===== config.mk =====
export PLATFORM = sky130hd
export DESIGN_NAME = bpd_port
export DESIGN_NICKNAME = d
export VERILOG_FILES = /design/src/verilog/bpd_pkg.sv /design/src/verilog/bpd_pin_sync.sv /design/src/verilog/bpd_pin_mux.sv /design/src/verilog/bpd_port.sv
export SDC_FILE = /design/constraint.sdc
export NUM_CORES = 1
export LEC_CHECK = 0
export ABC_CLOCK_PERIOD_IN_PS = 3000
export BUFFER_PORTS_ARGS = -buffer_cell sky130_fd_sc_hd__buf_2
export CAP_MARGIN = 40
export CORE_MARGIN = 8
export CORE_UTILIZATION = 47
export DETAILED_ROUTE_END_ITERATION = 7
export PLACE_DENSITY_LB_ADDON = 0.2
export SYNTH_ARGS = -nofsm -noshare
export SYNTH_HDL_FRONTEND = slang
export SYNTH_SLANG_ARGS = --single-unit

===== constraint.sdc =====
create_clock -name clk -period 3 [get_ports clk]
set_input_delay 0.15 -clock clk [delete_from_list [all_inputs] [get_ports clk]]
set_output_delay 0.15 -clock clk [all_outputs]
set_load 0.1 [all_outputs]

===== src/verilog/bpd_pkg.sv =====
// Package for the shared-pin general-purpose port: register map,
// field positions, reset values and output-mode codes.
// Assumes a byte-addressed 32-bit Avalon-MM register window.
`default_nettype none

package bpd_pkg;

	// Port width
	localparam int BPD_WIDTH = 8;

	// Register byte offsets
	localparam logic [4:0] BPD_OFS_PIN_LEVEL = 5'h00;
	localparam logic [4:0] BPD_OFS_LATCH     = 5'h04;
	localparam logic [4:0] BPD_OFS_DIR       = 5'h08;
	localparam logic [4:0] BPD_OFS_COMPANION = 5'h0C;
	localparam logic [4:0] BPD_OFS_PARALLEL  = 5'h10;
	localparam logic [4:0] BPD_OFS_PWM       = 5'h14;

	// Field positions
	localparam int BPD_COMP_PULLUP_BIT = 7;
	localparam int BPD_PAR_EN_BIT      = 0;
	localparam int BPD_PWM_ACTIVE_BIT  = 0;
	localparam int BPD_PWM_MODE_LSB    = 1;
	localparam int BPD_PWM_MODE_MSB    = 2;
	localparam int BPD_PWM_TRI_BIT     = 3;

	// Pins carrying the extra PWM channels
	localparam int BPD_PIN_PWM_B = 5;
	localparam int BPD_PIN_PWM_C = 6;
	localparam int BPD_PIN_PWM_D = 7;

	// PWM output-mode codes
	localparam logic [1:0] BPD_PWM_SINGLE   = 2'h0;
	localparam logic [1:0] BPD_PWM_QUAD_FWD = 2'h1;
	localparam logic [1:0] BPD_PWM_DUAL     = 2'h2;
	localparam logic [1:0] BPD_PWM_QUAD_REV = 2'h3;

	// Values after reset
	localparam logic [7:0] BPD_RST_LATCH   = 8'h00;
	localparam logic [7:0] BPD_RST_DIR     = 8'hFF;
	localparam logic       BPD_RST_PULLUP  = 1'b0;
	localparam logic       BPD_RST_PAR_EN  = 1'b0;
	localparam logic [3:0] BPD_RST_PWM     = 4'h0;
	localparam logic [7:0] BPD_RST_PIN     = 8'h00;
	localparam logic [31:0] BPD_RST_RDATA  = 32'h0000_0000;

endpackage

`default_nettype wire


===== src/verilog/bpd_pin_sync.sv =====
// Three-stage pin synchroniser with an agreement filter, one per bit.
// Assumes asynchronous pin levels and a synchronous active-low reset copy.
`timescale 1ns/1ps
`default_nettype none

module bpd_pin_sync
	import bpd_pkg::*;
(
	input  wire logic                 clk,
	input  wire logic                 rst_n,
	input  wire logic                 ce,
	input  wire logic [BPD_WIDTH-1:0] pin_async,
	output logic      [BPD_WIDTH-1:0] pin_level
);

	logic [BPD_WIDTH-1:0] stage1;
	logic [BPD_WIDTH-1:0] stage2;
	logic [BPD_WIDTH-1:0] stage3;

	// Stage one feeds only stage two, never the filter
	always_ff @(posedge clk or negedge rst_n) begin
		if (!rst_n) begin
			stage1 <= BPD_RST_PIN;
			stage2 <= BPD_RST_PIN;
			stage3 <= BPD_RST_PIN;
		end else if (ce) begin
			stage1 <= pin_async;
			stage2 <= stage1;
			stage3 <= stage2;
		end
	end

	// A new level counts once stages two and three agree
	genvar i;
	for (i = 0; i < BPD_WIDTH; i++) begin : g_filt
		always_ff @(posedge clk or negedge rst_n) begin
			if (!rst_n)
				pin_level[i] <= BPD_RST_PIN[i];
			else if (ce && (stage2[i] == stage3[i]))
				pin_level[i] <= stage3[i];
		end
	end

endmodule

`default_nettype wire


===== src/verilog/bpd_pin_mux.sv =====
// Per-pin priority mux: PWM over parallel bus over port latch.
// Pure combinational; the caller registers every result.
`timescale 1ns/1ps
`default_nettype none

module bpd_pin_mux
	import bpd_pkg::*;
(
	input  wire logic [BPD_WIDTH-1:0] dir,
	input  wire logic [BPD_WIDTH-1:0] latch,
	input  wire logic                 pullup_master,
	input  wire logic                 par_en,
	input  wire logic                 par_drive,
	input  wire logic [BPD_WIDTH-1:0] par_data,
	input  wire logic [BPD_WIDTH-1:0] pwm_assign,
	input  wire logic [BPD_WIDTH-1:0] pwm_data,
	input  wire logic                 pwm_tristate,
	output logic      [BPD_WIDTH-1:0] next_out,
	output logic      [BPD_WIDTH-1:0] next_oe,
	output logic      [BPD_WIDTH-1:0] next_pullup
);

	wire par_pin = par_en & par_drive;

	// Each pin decided on its own
	genvar i;
	for (i = 0; i < BPD_WIDTH; i++) begin : g_pin
		wire pwm_pin = pwm_assign[i] & ~dir[i];
		wire periph  = pwm_assign[i] | par_en;
		assign next_oe[i] = pwm_pin ? ~pwm_tristate
					    : (par_pin | ~dir[i]);
		assign next_out[i] = pwm_pin ? pwm_data[i]
				     : par_pin ? par_data[i] : latch[i];
		assign next_pullup[i] = pullup_master & latch[i] & dir[i]
					& ~periph;
	end

endmodule

`default_nettype wire


===== src/verilog/bpd_port.sv =====
// Top of the shared-pin general-purpose port with its register slave.
// Assumes a 40 MHz clk, Avalon-MM master on the same clock, parallel
// bus and PWM sources on the same clock, pins asynchronous.
`timescale 1ns/1ps
`default_nettype none

module bpd_port
	import bpd_pkg::*;
(
	input  wire logic                 clk,
	input  wire logic                 resetn,
	input  wire logic                 ce,
	input  wire logic [4:0]           avs_address,
	input  wire logic                 avs_read,
	input  wire logic                 avs_write,
	input  wire logic [31:0]          avs_writedata,
	input  wire logic [3:0]           avs_byteenable,
	output logic      [31:0]          avs_readdata,
	output logic                      avs_waitrequest,
	input  wire logic [BPD_WIDTH-1:0] pin_in,
	output logic      [BPD_WIDTH-1:0] pin_out,
	output logic      [BPD_WIDTH-1:0] pin_oe,
	output logic      [BPD_WIDTH-1:0] pin_pullup_en,
	input  wire logic                 par_drive,
	input  wire logic [BPD_WIDTH-1:0] par_out_data,
	output logic      [BPD_WIDTH-1:0] par_in_data,
	output logic                      par_port_enable,
	input  wire logic                 pwm_out_b,
	input  wire logic                 pwm_out_c,
	input  wire logic                 pwm_out_d,
	input  wire logic                 pwm_shutdown,
	output logic                      serial_unit_port_disable
);

	// Reset synchroniser stages
	logic                 rst_meta;
	logic                 rst_n;

	// Software-visible state
	logic [BPD_WIDTH-1:0] output_latch_reg;
	logic [BPD_WIDTH-1:0] direction_reg;
	logic                 pullup_master_enable;
	logic                 par_enable;
	logic                 pwm_active;
	logic [1:0]           pwm_mode;
	logic                 pwm_tri_on_shutdown;

	// Filtered pin levels
	logic [BPD_WIDTH-1:0] pin_level;

	// Mux results, registered below
	logic [BPD_WIDTH-1:0] next_out;
	logic [BPD_WIDTH-1:0] next_oe;
	logic [BPD_WIDTH-1:0] next_pullup;

	// Reset notes:
	// Assertion reaches every flop at once, no clock needed.
	// Release is retimed so no flop leaves reset mid-setup.
	// Gated by ce, so ce low also stalls the release.
	// Keep ce high while reset is let go.
	// Two edges pass before the register slave listens.
	// Reset: asynchronous assert, release through two flops
	always_ff @(posedge clk or negedge resetn) begin
		if (!resetn) begin
			rst_meta <= 1'b0;
			rst_n    <= 1'b0;
		end else if (ce) begin
			rst_meta <= 1'b1;
			rst_n    <= rst_meta;
		end
	end

	// Pin synchroniser: three flops and an agreement filter.
	// A pulse shorter than two clocks may be lost.
	// Filtered level lags the pin by about four edges.
	// Same filtered copy feeds reads and the parallel bus.
	// Pin inputs cross into the clock domain
	bpd_pin_sync u_sync (
		.clk       (clk),
		.rst_n     (rst_n),
		.ce        (ce),
		.pin_async (pin_in),
		.pin_level (pin_level)
	);

	// Bus timing, one access at a time:
	// Edge E0 sees the request with waitrequest high.
	// Waitrequest then drops for exactly one cycle.
	// Edge E1 sees it low; the write lands there.
	// Read data were captured at E0 and stand at E1.
	// Waitrequest is back high right after E1.
	// Master may raise its next request after E1.
	// Fixed latency keeps the slave free of counters.
	// Trade-off: every access costs two edges.
	// Bus decode
	wire       bus_req   = avs_read | avs_write;
	// Request seen while still stalled: answer on next cycle
	wire       bus_take  = bus_req & avs_waitrequest;
	// Write lands only at the edge where waitrequest is sampled low
	wire       wr_fire   = avs_write & ~avs_waitrequest
			       & avs_byteenable[0];
	wire [7:0] wr_byte   = avs_writedata[7:0];
	wire       aligned   = (avs_address[1:0] == 2'h0);

	// Register map, all in byte 0; only pin levels, latch and direction use all eight bits:
	// 00 pin levels on read, latch on write.
	// 04 output latch, reads back the latch.
	// 08 direction, one floats a pin.
	// 0C companion, bit 7 shared pull-up enable.
	// 10 parallel control, bit 0 takes the port.
	// 14 PWM control: active, mode, float on shutdown.
	// Misaligned or unmapped: read zero, write dropped.
	// Upper bytes ignored on write, zero on read.
	// Register selects
	wire sel_pin  = aligned & (avs_address == BPD_OFS_PIN_LEVEL);
	wire sel_lat  = aligned & (avs_address == BPD_OFS_LATCH);
	wire sel_dir  = aligned & (avs_address == BPD_OFS_DIR);
	wire sel_comp = aligned & (avs_address == BPD_OFS_COMPANION);
	wire sel_par  = aligned & (avs_address == BPD_OFS_PARALLEL);
	wire sel_pwm  = aligned & (avs_address == BPD_OFS_PWM);

	// Write strobes per register
	wire wr_pin  = wr_fire & sel_pin;
	wire wr_lat  = wr_fire & sel_lat;
	wire wr_dir  = wr_fire & sel_dir;
	wire wr_comp = wr_fire & sel_comp;
	wire wr_par  = wr_fire & sel_par;
	wire wr_pwm  = wr_fire & sel_pwm;

	// Read path is a plain priority select.
	// Selects are one-hot, so order does not matter.
	// Pin read sees filtered levels, some edges late.
	// Software wanting its own value reads the latch.
	// Read views; unused bits read as zero
	wire [7:0] rd_comp = {pullup_master_enable, 7'h00};
	wire [7:0] rd_par  = {7'h00, par_enable};
	wire [7:0] rd_pwm  = {4'h0, pwm_tri_on_shutdown, pwm_mode,
			      pwm_active};

	wire [7:0] rd_byte =
		sel_pin  ? pin_level :
		sel_lat  ? output_latch_reg :
		sel_dir  ? direction_reg :
		sel_comp ? rd_comp :
		sel_par  ? rd_par :
		sel_pwm  ? rd_pwm : 8'h00;

	// Waitrequest idles high, so a stalled master waits.
	// A request seen with waitrequest high is always answered.
	// Low lasts one cycle; holding the request longer
	// starts a second access, which the master must avoid.
	// One wait cycle per access, then a single low cycle
	always_ff @(posedge clk or negedge rst_n) begin
		if (!rst_n)
			avs_waitrequest <= 1'b1;
		else if (ce)
			avs_waitrequest <= ~bus_take;
	end

	// Read data captured as waitrequest drops, held until next
	always_ff @(posedge clk or negedge rst_n) begin
		if (!rst_n)
			avs_readdata <= BPD_RST_RDATA;
		else if (ce && bus_take)
			avs_readdata <= {24'h000000, rd_byte};
	end

	// Both data registers land in the same latch, so
	// read-modify-write on 04 never picks up pin levels; on 00 it does.
	// Byte enable 0 low drops the write entirely.
	// Latch accepts writes through either data register
	// Pin register write lands in latch
	always_ff @(posedge clk or negedge rst_n) begin
		if (!rst_n)
			output_latch_reg <= BPD_RST_LATCH;
		else if (ce && (wr_pin || wr_lat))
			output_latch_reg <= wr_byte;
	end

	always_ff @(posedge clk or negedge rst_n) begin
		if (!rst_n)
			direction_reg <= BPD_RST_DIR;
		else if (ce && wr_dir)
			direction_reg <= wr_byte;
	end

	// Shared enable alone does nothing; latch bits pick pins.
	// Every pull-up stays off until software sets it.
	// Shared enable in bit 7
	always_ff @(posedge clk or negedge rst_n) begin
		if (!rst_n)
			pullup_master_enable <= BPD_RST_PULLUP;
		else if (ce && wr_comp)
			pullup_master_enable <= wr_byte[BPD_COMP_PULLUP_BIT];
	end

	always_ff @(posedge clk or negedge rst_n) begin
		if (!rst_n)
			par_enable <= BPD_RST_PAR_EN;
		else if (ce && wr_par)
			par_enable <= wr_byte[BPD_PAR_EN_BIT];
	end

	// PWM routing control
	always_ff @(posedge clk or negedge rst_n) begin
		if (!rst_n) begin
			pwm_active          <= BPD_RST_PWM[BPD_PWM_ACTIVE_BIT];
			pwm_mode            <= BPD_RST_PWM[BPD_PWM_MODE_MSB:
							   BPD_PWM_MODE_LSB];
			pwm_tri_on_shutdown <= BPD_RST_PWM[BPD_PWM_TRI_BIT];
		end else if (ce && wr_pwm) begin
			pwm_active          <= wr_byte[BPD_PWM_ACTIVE_BIT];
			pwm_mode            <= wr_byte[BPD_PWM_MODE_MSB:
						       BPD_PWM_MODE_LSB];
			pwm_tri_on_shutdown <= wr_byte[BPD_PWM_TRI_BIT];
		end
	end

	// PWM ownership of the upper pins:
	// Single mode keeps channel A elsewhere; no pin here.
	// Dual mode claims pin 5 for channel B.
	// Both quad modes claim pins 5, 6 and 7.
	// Inactive PWM claims nothing, whatever the mode.
	// A claimed pin still needs its direction bit at zero.
	// With direction one the pin falls back to lower priority.
	// Serial unit is told whenever pin 5 is claimed.
	// Channel ownership by output mode
	wire pwm_quad = (pwm_mode == BPD_PWM_QUAD_FWD)
		      | (pwm_mode == BPD_PWM_QUAD_REV);
	wire pwm_dual = (pwm_mode == BPD_PWM_DUAL);
	wire own_b    = pwm_active & (pwm_quad | pwm_dual);
	wire own_cd   = pwm_active & pwm_quad;

	// Channels B, C, D on pins 5-7
	wire [BPD_WIDTH-1:0] pwm_assign =
		{own_cd, own_cd, own_b, 5'h00};
	wire [BPD_WIDTH-1:0] pwm_data =
		{pwm_out_d, pwm_out_c, pwm_out_b, 5'h00};

	// Float only when software allows it
	wire pwm_tristate = pwm_tri_on_shutdown & pwm_shutdown;

	// Serial unit off for dual or quad
	wire next_serial_off = own_b;

	// Priority per pin, highest first:
	// PWM channel, when claimed and direction is zero.
	// Parallel bus, when enabled and driving; ignores direction.
	// Output latch, when direction is zero.
	// Otherwise the pin floats.
	// Pull-up only on a floating pin no peripheral owns.
	// Priority mux per pin
	bpd_pin_mux u_mux (
		.dir           (direction_reg),
		.latch         (output_latch_reg),
		.pullup_master (pullup_master_enable),
		.par_en        (par_enable),
		.par_drive     (par_drive),
		.par_data      (par_out_data),
		.pwm_assign    (pwm_assign),
		.pwm_data      (pwm_data),
		.pwm_tristate  (pwm_tristate),
		.next_out      (next_out),
		.next_oe       (next_oe),
		.next_pullup   (next_pullup)
	);

	// Registering the pins keeps glitches off the board.
	// Every control change shows one edge after it lands.
	// Output enable high means the block drives the pin.
	// Pin value is a don't-care while enable is low.
	// Pin drive registered; costs one cycle of latency per change
	// Floated pins drop enable
	always_ff @(posedge clk or negedge rst_n) begin
		if (!rst_n) begin
			pin_out <= BPD_RST_LATCH;
			pin_oe  <= ~BPD_RST_DIR;
		end else if (ce) begin
			pin_out <= next_out;
			pin_oe  <= next_oe;
		end
	end

	always_ff @(posedge clk or negedge rst_n) begin
		if (!rst_n)
			pin_pullup_en <= {BPD_WIDTH{BPD_RST_PULLUP}};
		else if (ce)
			pin_pullup_en <= next_pullup;
	end

	// Parallel bus sees pins whatever the direction bits,
	// so it can read back what it drives itself.
	// One edge later than the pin register view.
	// Pin levels to parallel bus
	// Filtered copy, so the bus sees no metastable bits
	always_ff @(posedge clk or negedge rst_n) begin
		if (!rst_n)
			par_in_data <= BPD_RST_PIN;
		else if (ce)
			par_in_data <= pin_level;
	end

	// Tell parallel logic it owns port
	always_ff @(posedge clk or negedge rst_n) begin
		if (!rst_n)
			par_port_enable <= BPD_RST_PAR_EN;
		else if (ce)
			par_port_enable <= par_enable;
	end

	// Serial unit disable follows pin 5 ownership.
	// Registered, so it trails a PWM write by one edge.
	// Serial unit must not drive while this is high.
	// Registered disable to serial unit
	always_ff @(posedge clk or negedge rst_n) begin
		if (!rst_n)
			serial_unit_port_disable <= 1'b0;
		else if (ce)
			serial_unit_port_disable <= next_serial_off;
	end

endmodule

`default_nettype wire


==> metrics.json, run 1 <==
{
  "routing": {
    "drt_first_pass_iters": 4,
    "vias_per_cell": 5.15,
    "drt.antenna.violating_nets": 0,
    "wl_per_cell_um": 16.7,
    "vias": 3062,
    "drtIter0Drc": 138,
    "drc": 0,
    "wire_length_after_detailed_routing_um": 9950
  },
  "die": {
    "chipHeight_um": 114,
    "pin_count": 134,
    "die_w_um": 114,
    "placeableCoreArea_um2": 9240,
    "initial_core_util": 0.485,
    "design.die.area_um2": 12900,
    "std_cell_rows": 35
  },
  "worst_setup_path": {
    "crit_fanout": 49,
    "critPathBufInv": 2,
    "critPathLaunch": "ce",
    "crit_type": "in -> reg",
    "cp_cell_sequence": "buf_4 -> buf_4 -> nand3b_1 -> nand2b_1 -> o22ai_1",
    "crit_slowest_cell": "sky130_fd_sc_hd__buf_4",
    "reg2reg_slack_ns": 1.22,
    "critical_path.most_common_cell": "sky130_fd_sc_hd__buf_4",
    "worst_ep_arrival_time_ns": 2.07,
    "timing.reg2reg.worst_path_depth": 3,
    "critical_path.reg2reg.endpoint": "direction_reg[6]",
    "r2r_start": "avs_waitrequest",
    "critPathLaunchType": "input port",
    "critical_path.endpoint_type": "flop",
    "worst-endpoint-required_ns": 3.28,
    "timing.critical_path.max_delay_family": "buffers and inverters",
    "worst_path_largest_cell_delay_ns": 0.52
  },
  "synthesis": {
    "synthDistinctLibCells": 44,
    "postSynthCellCount": 379,
    "post-synth-top-count-cell": "sky130_fd_sc_hd__dfrtp_1",
    "synthDominantAreaCellType": "sky130_fd_sc_hd__dfrtp_1",
    "synthTopCellsByArea": "sky130_fd_sc_hd__dfrtp_1 (50%), sky130_fd_sc_hd__mux2_2 (13%), sky130_fd_sc_hd__dfstp_2 (5.3%)",
    "seq_area_frac_synth": 0.555,
    "ys.flop_type": "sky130_fd_sc_hd__dfrtp_1",
    "number_of_enable_type_register_cells_in_the_synthesized_netlist": 0,
    "synth-warning-count": 0,
    "synth.ff_latch_count": 99,
    "ys_async_sr_fraction": 1.00,
    "synth_area_per_cell_um2": 11.8,
    "yosys-top-cells-count": "sky130_fd_sc_hd__dfrtp_1 (90), sky130_fd_sc_hd__mux2_2 (52), sky130_fd_sc_hd__a21oi_1 (29)",
    "synth.cell_area_um2": 4480,
    "yosysTopAreaCellShare": 0.503
  },
  "sta": {
    "setup_slack_ns": 1.21,
    "totalNegativeSetupSlack_ns": 0,
    "clock_skew_ns": 0.0141,
    "max_clock_freq_mhz": 559,
    "final-max-slew-violation-count": 0,
    "hold_ws_ns": 0.0159,
    "number_of_failing_hold_endpoints_at_the_final_stage": 0,
    "timing.final.crit_share": 0.597,
    "rsz0062_at_grt": "false",
    "fin_crit_ns": 1.79,
    "final-setup-viol-count": 0,
    "slew_headroom": 0.487,
    "max_slew.worst_pin.slew_ns": 0.767
  },
  "pwr": {
    "vdd.ir_drop.worst_uv": 534,
    "cellPowerDensity_nw_per_um2": 699,
    "leakagePower_nw": 2.42,
    "power_mw": 3.64
  },
  "placement": {
    "dp_worst_setup_slack_ns": 0.854,
    "place.gp.congestion": 0.806,
    "dp_hpwl_um": 7210,
    "buffer_ports.inserted": 82
  },
  "cells_and_area": {
    "drive_above_1_share": 0.380,
    "final_nets": 528,
    "fillerInstances": 797,
    "antenna_cells": 0,
    "layout_overhead_on_the_synthesized_area_pct": 16.1,
    "multi_input_comb_area_um2": 1770,
    "seqCellArea_um2": 2490
  },
  "clock_network": {
    "number_of_gates_given_a_new_drive_strength_after_cts": 0,
    "worst_setup_hold_path_clk_slew_ns": 0.10,
    "clock_insertion_delay_at_the_later_pin_of_the_skew_report_ns": 0.37,
    "cts.htree.levels": 3,
    "max-clock-path-buffers": 2,
    "cts.sinks": 99,
    "cts_tree": "yes",
    "cts_inserted_buffers": 9,
    "clockRootBuffer": "sky130_fd_sc_hd__clkbuf_8"
  },
  "run_status": {
    "status": "finished clean"
  },
  "grt": {
    "track_usage": 0.156,
    "grt_pass1_wl_um": 15900,
    "grt_max_degree": 50,
    "antenna_found_initial": 0,
    "number_of_global_route_vias_before_repair": 3042,
    "globalRoute.totalOverflow": 0
  },
  "min_path": {
    "worstHoldPathCells": 2,
    "worstHoldStart": "pin_in[1]",
    "min-delay-path-class": "in -> reg",
    "hold-path-endpoint": "u_sync.stage1[1]"
  },
  "job": {
    "max_capacitance_violation_count": 0
  }
}
cells by family after synthesis:
group / Yosys count / synth area share
flops: 99 / 0.555
simple gates: 81 / 0.0910
compound gates: 73 / 0.0972
mux: 72 / 0.186
buf+inv: 53 / 0.0695
other cells: 1 / 0.000837
report_power, final:
part | leakage, nW | internal, mW | switching [mW]
Combinational | 1.13 | 0.220 | 0.753
Clock | 0.120 | 0.560 | 0.475
Sequential | 1.17 | 1.50 | 0.124
cells in the final DEF, fill, tap and decap left out, types with 4 or more instances in the layout:
master | netlist | layout
sky130_fd_sc_hd__mux2_4 | 7 | 7
sky130_fd_sc_hd__a22o_1 | 4 | 4
sky130_fd_sc_hd__nand2b_1 | 9 | 9
sky130_fd_sc_hd__mux2_2 | 52 | 52
sky130_fd_sc_hd__mux2i_1 | 12 | 12
sky130_fd_sc_hd__nand2_1 | 21 | 21
sky130_fd_sc_hd__a21oi_1 | 29 | 29
sky130_fd_sc_hd__dlygate4sd3_1 | 0 | 4
sky130_fd_sc_hd__dfstp_2 | 9 | 9
sky130_fd_sc_hd__dfrtp_1 | 90 | 89
sky130_fd_sc_hd__clkbuf_8 | 0 | 9
sky130_fd_sc_hd__o21ai_0 | 14 | 14
sky130_fd_sc_hd__nor2_1 | 28 | 28
sky130_fd_sc_hd__nand4_1 | 4 | 4
sky130_fd_sc_hd__a31oi_1 | 7 | 7
sky130_fd_sc_hd__conb_1 | 1 | 24
sky130_fd_sc_hd__o22ai_1 | 8 | 8
sky130_fd_sc_hd__buf_2 | 9 | 81
sky130_fd_sc_hd__inv_1 | 12 | 12
through the flow:
stage | util | cells | instance area, µm²
global route | 0.563 | 595 | 5200
floorplan | - | 402 | 4570
global placement | 0.530 | 574 | 4890
CTS | 0.562 | 594 | 5190
detailed placement | 0.532 | 575 | 4910
finish | 0.563 | 595 | 5200
layout make-up:
type	count	share of cell area
flip-flops and latches	99	0.479
clock buffers	9	0.0238
well taps	129	0.0310
repair buffers	89	0.0938
clock inverters	7	0.0238
inverters	12	0.00866
multi-input cells	250	0.340
how the worst max path moves through the flow:
stage                       endpoint  slack, ns  cells after the start
floorplan            avs_readdata[0]       0.04                      0
CTS                 direction_reg[6]       1.20                      3
global route         avs_readdata[0]       1.07                      5
finish              pin_pullup_en[7]       1.21                      5
global placement    pin_pullup_en[7]       0.89                      5
detailed placement  pin_pullup_en[7]       0.85                      5
per-layer routing:
| layer | vias to the layer above | GRT usage | share of wire |
|---|---|---|---|
| li1 | 1450 | - | - |
| met1 | 1515 | 0.205 | 0.45 |
| met2 | 87 | 0.240 | 0.46 |
| met3 | 10 | 0.0475 | 0.076 |
| met4 | 0 | 0.0515 | 0.012 |
| met5 | - | 0 | 0 |
repair_timing:
item                                    4_1_cts  5_1_grt
hold buffers                                  3        1
hold endpoints to repair                      4        1
setup buffers                                 0        0
endpoints found under the setup margin        0        0
No activity file was read; power rests on OpenSTA's default activity.
==> run 2, diff against run 1 <==
--- a/config.mk
+++ b/config.mk
@@ -5,11 +5,11 @@
 export SDC_FILE = /design/constraint.sdc
 export NUM_CORES = 1
 export LEC_CHECK = 0
-export ABC_CLOCK_PERIOD_IN_PS = 3000
+export ABC_CLOCK_PERIOD_IN_PS = 1800
 export BUFFER_PORTS_ARGS = -buffer_cell sky130_fd_sc_hd__buf_2
 export CAP_MARGIN = 40
 export CORE_MARGIN = 8
-export CORE_UTILIZATION = 47
+export CORE_UTILIZATION = 52
 export DETAILED_ROUTE_END_ITERATION = 7
 export PLACE_DENSITY_LB_ADDON = 0.2
 export SYNTH_ARGS = -nofsm -noshare
==> constraint.sdc (replaced) <==
create_clock -name clk -period 1.8 [get_ports clk]
set_input_delay 0.09 -clock clk [delete_from_list [all_inputs] [get_ports clk]]
set_output_delay 0.09 -clock clk [all_outputs]
set_load 0.1 [all_outputs]
==> metrics.json, run 2 (synthesis results as in run 1) <==
{
  "run_status": {
    "status": "finished clean"
  },
  "clock_network": {
    "cts_tree": "yes",
    "cts.htree.levels": {"value": 3, "change": "unchanged"},
    "clockRootBuffer": "sky130_fd_sc_hd__clkbuf_8",
    "postCtsSetupRepairBufs": {"value": 0, "change": "unchanged"},
    "cts_inserted_buffers": {"value": 9, "change": "unchanged"},
    "worst_setup_hold_path_clk_slew": {"value": 0.10, "unit": "ns", "change": "about the same"},
    "cts.sinks": {"value": 99, "change": "unchanged"},
    "clock_insertion_delay_at_the_later_pin_of_the_skew_report": {"value": 0.36, "unit": "ns", "change": "about the same"},
    "max-clock-path-buffers": {"value": 2, "change": "unchanged"}
  },
  "placement": {
    "detailed_place.area": {"value": 4920, "unit": "µm²", "change": "+0.15%"},
    "place.gp.congestion": {"value": 0.813, "change": "+0.82%"},
    "buffer_ports.inserted": {"value": 82, "change": "unchanged"},
    "dp_hpwl": {"value": 6950, "unit": "µm", "change": "-3.5%"}
  },
  "routing": {
    "vias": {"value": 3120, "change": "+1.9%"},
    "drc": {"value": 0, "change": "unchanged"},
    "route.layer.met1.wl": {"value": 4230, "unit": "µm", "change": "-6.0%"},
    "wire_length_after_detailed_routing": {"value": 9810, "unit": "µm", "change": "-1.4%"},
    "drtIter0Drc": {"value": 180, "change": "+30%"},
    "wl_met2": {"value": 4740, "unit": "µm", "change": "+3.8%"},
    "vias_per_cell": {"value": 5.29, "change": "+2.8%"},
    "met3_length": {"value": 679, "unit": "µm", "change": "-9.9%"},
    "routed.top_layer": "met4",
    "wl_per_cell": {"value": 16.6, "unit": "µm", "change": "-0.58%"},
    "drt.antenna.violating_nets": {"value": 0, "change": "unchanged"},
    "drt_first_pass_iters": {"value": 4, "change": "unchanged"}
  },
  "die": {
    "chipHeight": {"value": 109, "unit": "µm", "change": "-4.2%"},
    "initial_core_util": {"value": 0.524, "change": "+0.0391"},
    "design.die.area": {"value": 11800, "unit": "µm²", "change": "-8.3%"},
    "std_cell_rows": {"value": 34, "change": "-2.9%"},
    "die_w": {"value": 109, "unit": "µm", "change": "-4.2%"},
    "pin_count": {"value": 134, "change": "unchanged"},
    "placeableCoreArea": {"value": 8550, "unit": "µm²", "change": "-7.5%"}
  },
  "pwr": {
    "leakagePower": {"value": 2.47, "unit": "nW", "change": "+2.1%"},
    "power": {"value": 5.81, "unit": "mW", "change": "+60%"},
    "seq_power_share": {"value": 0.467, "change": "+0.019"},
    "power.switching": {"value": 2.23, "unit": "mW", "change": "+65%"},
    "vdd.ir_drop.worst": {"value": 650, "unit": "µV", "change": "+22%"},
    "clock_network_power_share": {"value": 0.250, "change": "-0.035"},
    "cellPowerDensity": {"value": 1100, "unit": "nW/µm²", "change": "+57%"},
    "p_int": {"value": 3.58, "unit": "mW", "change": "+57%"},
    "switching_share": {"value": 0.384, "change": "+0.0114"},
    "power.share.combinational": {"value": 0.283, "change": "+0.015"}
  },
  "worst_setup_path": {
    "reg2reg_slack": {"value": 0.14, "unit": "ns", "change": "-1.08 ns"},
    "crit_type": "reg -> reg",
    "worst-endpoint-required": {"value": 2.04, "unit": "ns", "change": "-1.24 ns"},
    "timing.reg2reg.worst_path_depth": {"value": 4, "change": "+1"},
    "crit_fanout": {"value": 8, "change": "-84%"},
    "timing.critical_path.max_delay_family": "flip-flops",
    "critPathLaunchType": "flop",
    "critPathBufInv": {"value": 1, "change": "-1"},
    "crit_slowest_cell": "sky130_fd_sc_hd__dfstp_4",
    "cp_cell_sequence": "and4b_1 -> buf_4 -> nand3_2 -> mux2_2",
    "worst_path_largest_cell_delay": {"value": 0.64, "unit": "ns", "change": "+0.12 ns"},
    "critical_path.endpoint_type": "flop",
    "critical_path.reg2reg.endpoint": "output_latch_reg[6]",
    "r2r_start": "avs_waitrequest",
    "worst_ep_arrival_time": {"value": 1.90, "unit": "ns", "change": "-0.17 ns"}
  },
  "cells_and_area": {
    "antenna_cells": {"value": 0, "change": "unchanged"},
    "finished_cell_area": {"value": 5280, "unit": "µm²", "change": "+1.6%"},
    "final_common_cell": "sky130_fd_sc_hd__dfrtp_1",
    "final_cell_mix": "sky130_fd_sc_hd__dfrtp_1 (89), sky130_fd_sc_hd__buf_2 (81), sky130_fd_sc_hd__mux2_2 (52)",
    "drive_above_1_share": {"value": 0.376, "change": "-0.00431"},
    "fillerInstances": {"value": 721, "change": "-9.5%"},
    "layout_overhead_on_the_synthesized_area_pct": 17.9,
    "final_nets": {"value": 544, "change": "+3.0%"}
  },
  "sta": {
    "fin_crit_ns": 1.66,
    "max_clock_freq_mhz": 601,
    "timing.final.crit_share": 0.925,
    "totalNegativeSetupSlack": {"value": 0, "unit": "ns", "change": "unchanged"},
    "max_slew.worst_pin.slew": {"value": 0.713, "unit": "ns", "change": "-0.0542 ns"},
    "number_of_failing_hold_endpoints_at_the_final_stage": {"value": 0, "change": "unchanged"},
    "final-max-slew-violation-count": {"value": 0, "change": "unchanged"},
    "clock_skew": {"value": 0.0138, "unit": "ns", "change": "-0.000325 ns"},
    "rsz0062_at_grt": "false",
    "final-setup-viol-count": {"value": 0, "change": "unchanged"},
    "slew_headroom": {"value": 0.523, "change": "+0.0363"}
  },
  "grt": {
    "grt_max_degree": {"value": 98, "change": "+96%"},
    "grt_pass1_wl": {"value": 15600, "unit": "µm", "change": "-2.0%"},
    "antenna_found_initial": {"value": 0, "change": "unchanged"},
    "track_usage": {"value": 0.168, "change": "+0.0118"},
    "number_of_global_route_vias_before_repair": {"value": 3116, "change": "+2.4%"},
    "globalRoute.totalOverflow": {"value": 0, "change": "unchanged"}
  },
  "job": {
    "max_capacitance_violation_count": {"value": 0, "change": "unchanged"}
  },
  "min_path": {
    "worstHoldPathCells": {"value": 3, "change": "+1"},
    "hold-path-endpoint": "pin_out[3]",
    "min-delay-path-class": "in -> reg",
    "worstHoldStart": "par_out_data[3]"
  }
}
## run 2: worst max path at each step
stage                          from                   to  slack [ns]  cells past startpoint
floorplan           avs_waitrequest     direction_reg[0]       -0.02                      5
global placement    avs_waitrequest     direction_reg[4]        0.08                      3
detailed placement  avs_waitrequest     direction_reg[3]        0.05                      3
CTS                 avs_waitrequest     direction_reg[5]        0.03                      3
global route        avs_waitrequest  output_latch_reg[7]        0.07                      4
finish              avs_waitrequest  output_latch_reg[6]        0.14                      4
## run 2: cell type report
type | instances | area [µm²] | area share
flip-flops and latches | 99 | 2500 | 0.472
multi-input cells | 250 | 1770 | 0.335
repair buffers | 105 | 638 | 0.121
clock buffers | 11 | 141 | 0.0268
well taps | 108 | 135 | 0.0256
clock inverters | 5 | 60.1 | 0.0114
inverters | 12 | 45.0 | 0.00852
## run 2: tightest hold or removal path, cell delays in order
cell and delay (ns):
sky130_fd_sc_hd__buf_2 0.07, sky130_fd_sc_hd__mux2i_1 0.05, sky130_fd_sc_hd__a21oi_1 0.13
## run 2: metrics by stage
stage	setup WS, ns	hold slack [ns]	cells	utilization
final	0.136	0.0173	590	0.618
after detailed placement	0.0539	-0.121	558	0.576
after CTS	0.0292	0.00483	590	0.618
after global placement	0.0828	-0.125	558	0.576
after global routing	0.0734	0.00279	590	0.618
after floorplan	-0.0226	-0.206	402	-
## run 2: power groups by stage
| stage | Clock (mW) | Combinational, mW | Sequential, mW |
|---|---|---|---|
| 3_5_place_dp | 0 | 1.63 | 2.76 |
| 4_1_cts | 1.49 | 1.65 | 2.72 |
| 5_1_grt | 1.56 | 1.73 | 2.76 |
| 3_3_place_gp | 0 | 1.60 | 2.75 |
| 6_report | 1.45 | 1.64 | 2.72 |
| 2_1_floorplan | 0 | 0.668 | 3.47 |
## run 2: metal layers
layer | vias to the layer above | global-route usage
li1 | 1488 | -
met1 | 1538 | 0.212
met3 | 14 | 0.0372
met4 | 0 | 0.0665
met5 | - | 0
met2 | 80 | 0.275
## run 2: timing repair
item | in CTS | in global routing
endpoints found under the setup margin | 0 | 5
hold endpoints to repair | 26 | 0
gates resized for setup | 0 | 1
hold buffers | 16 | 0
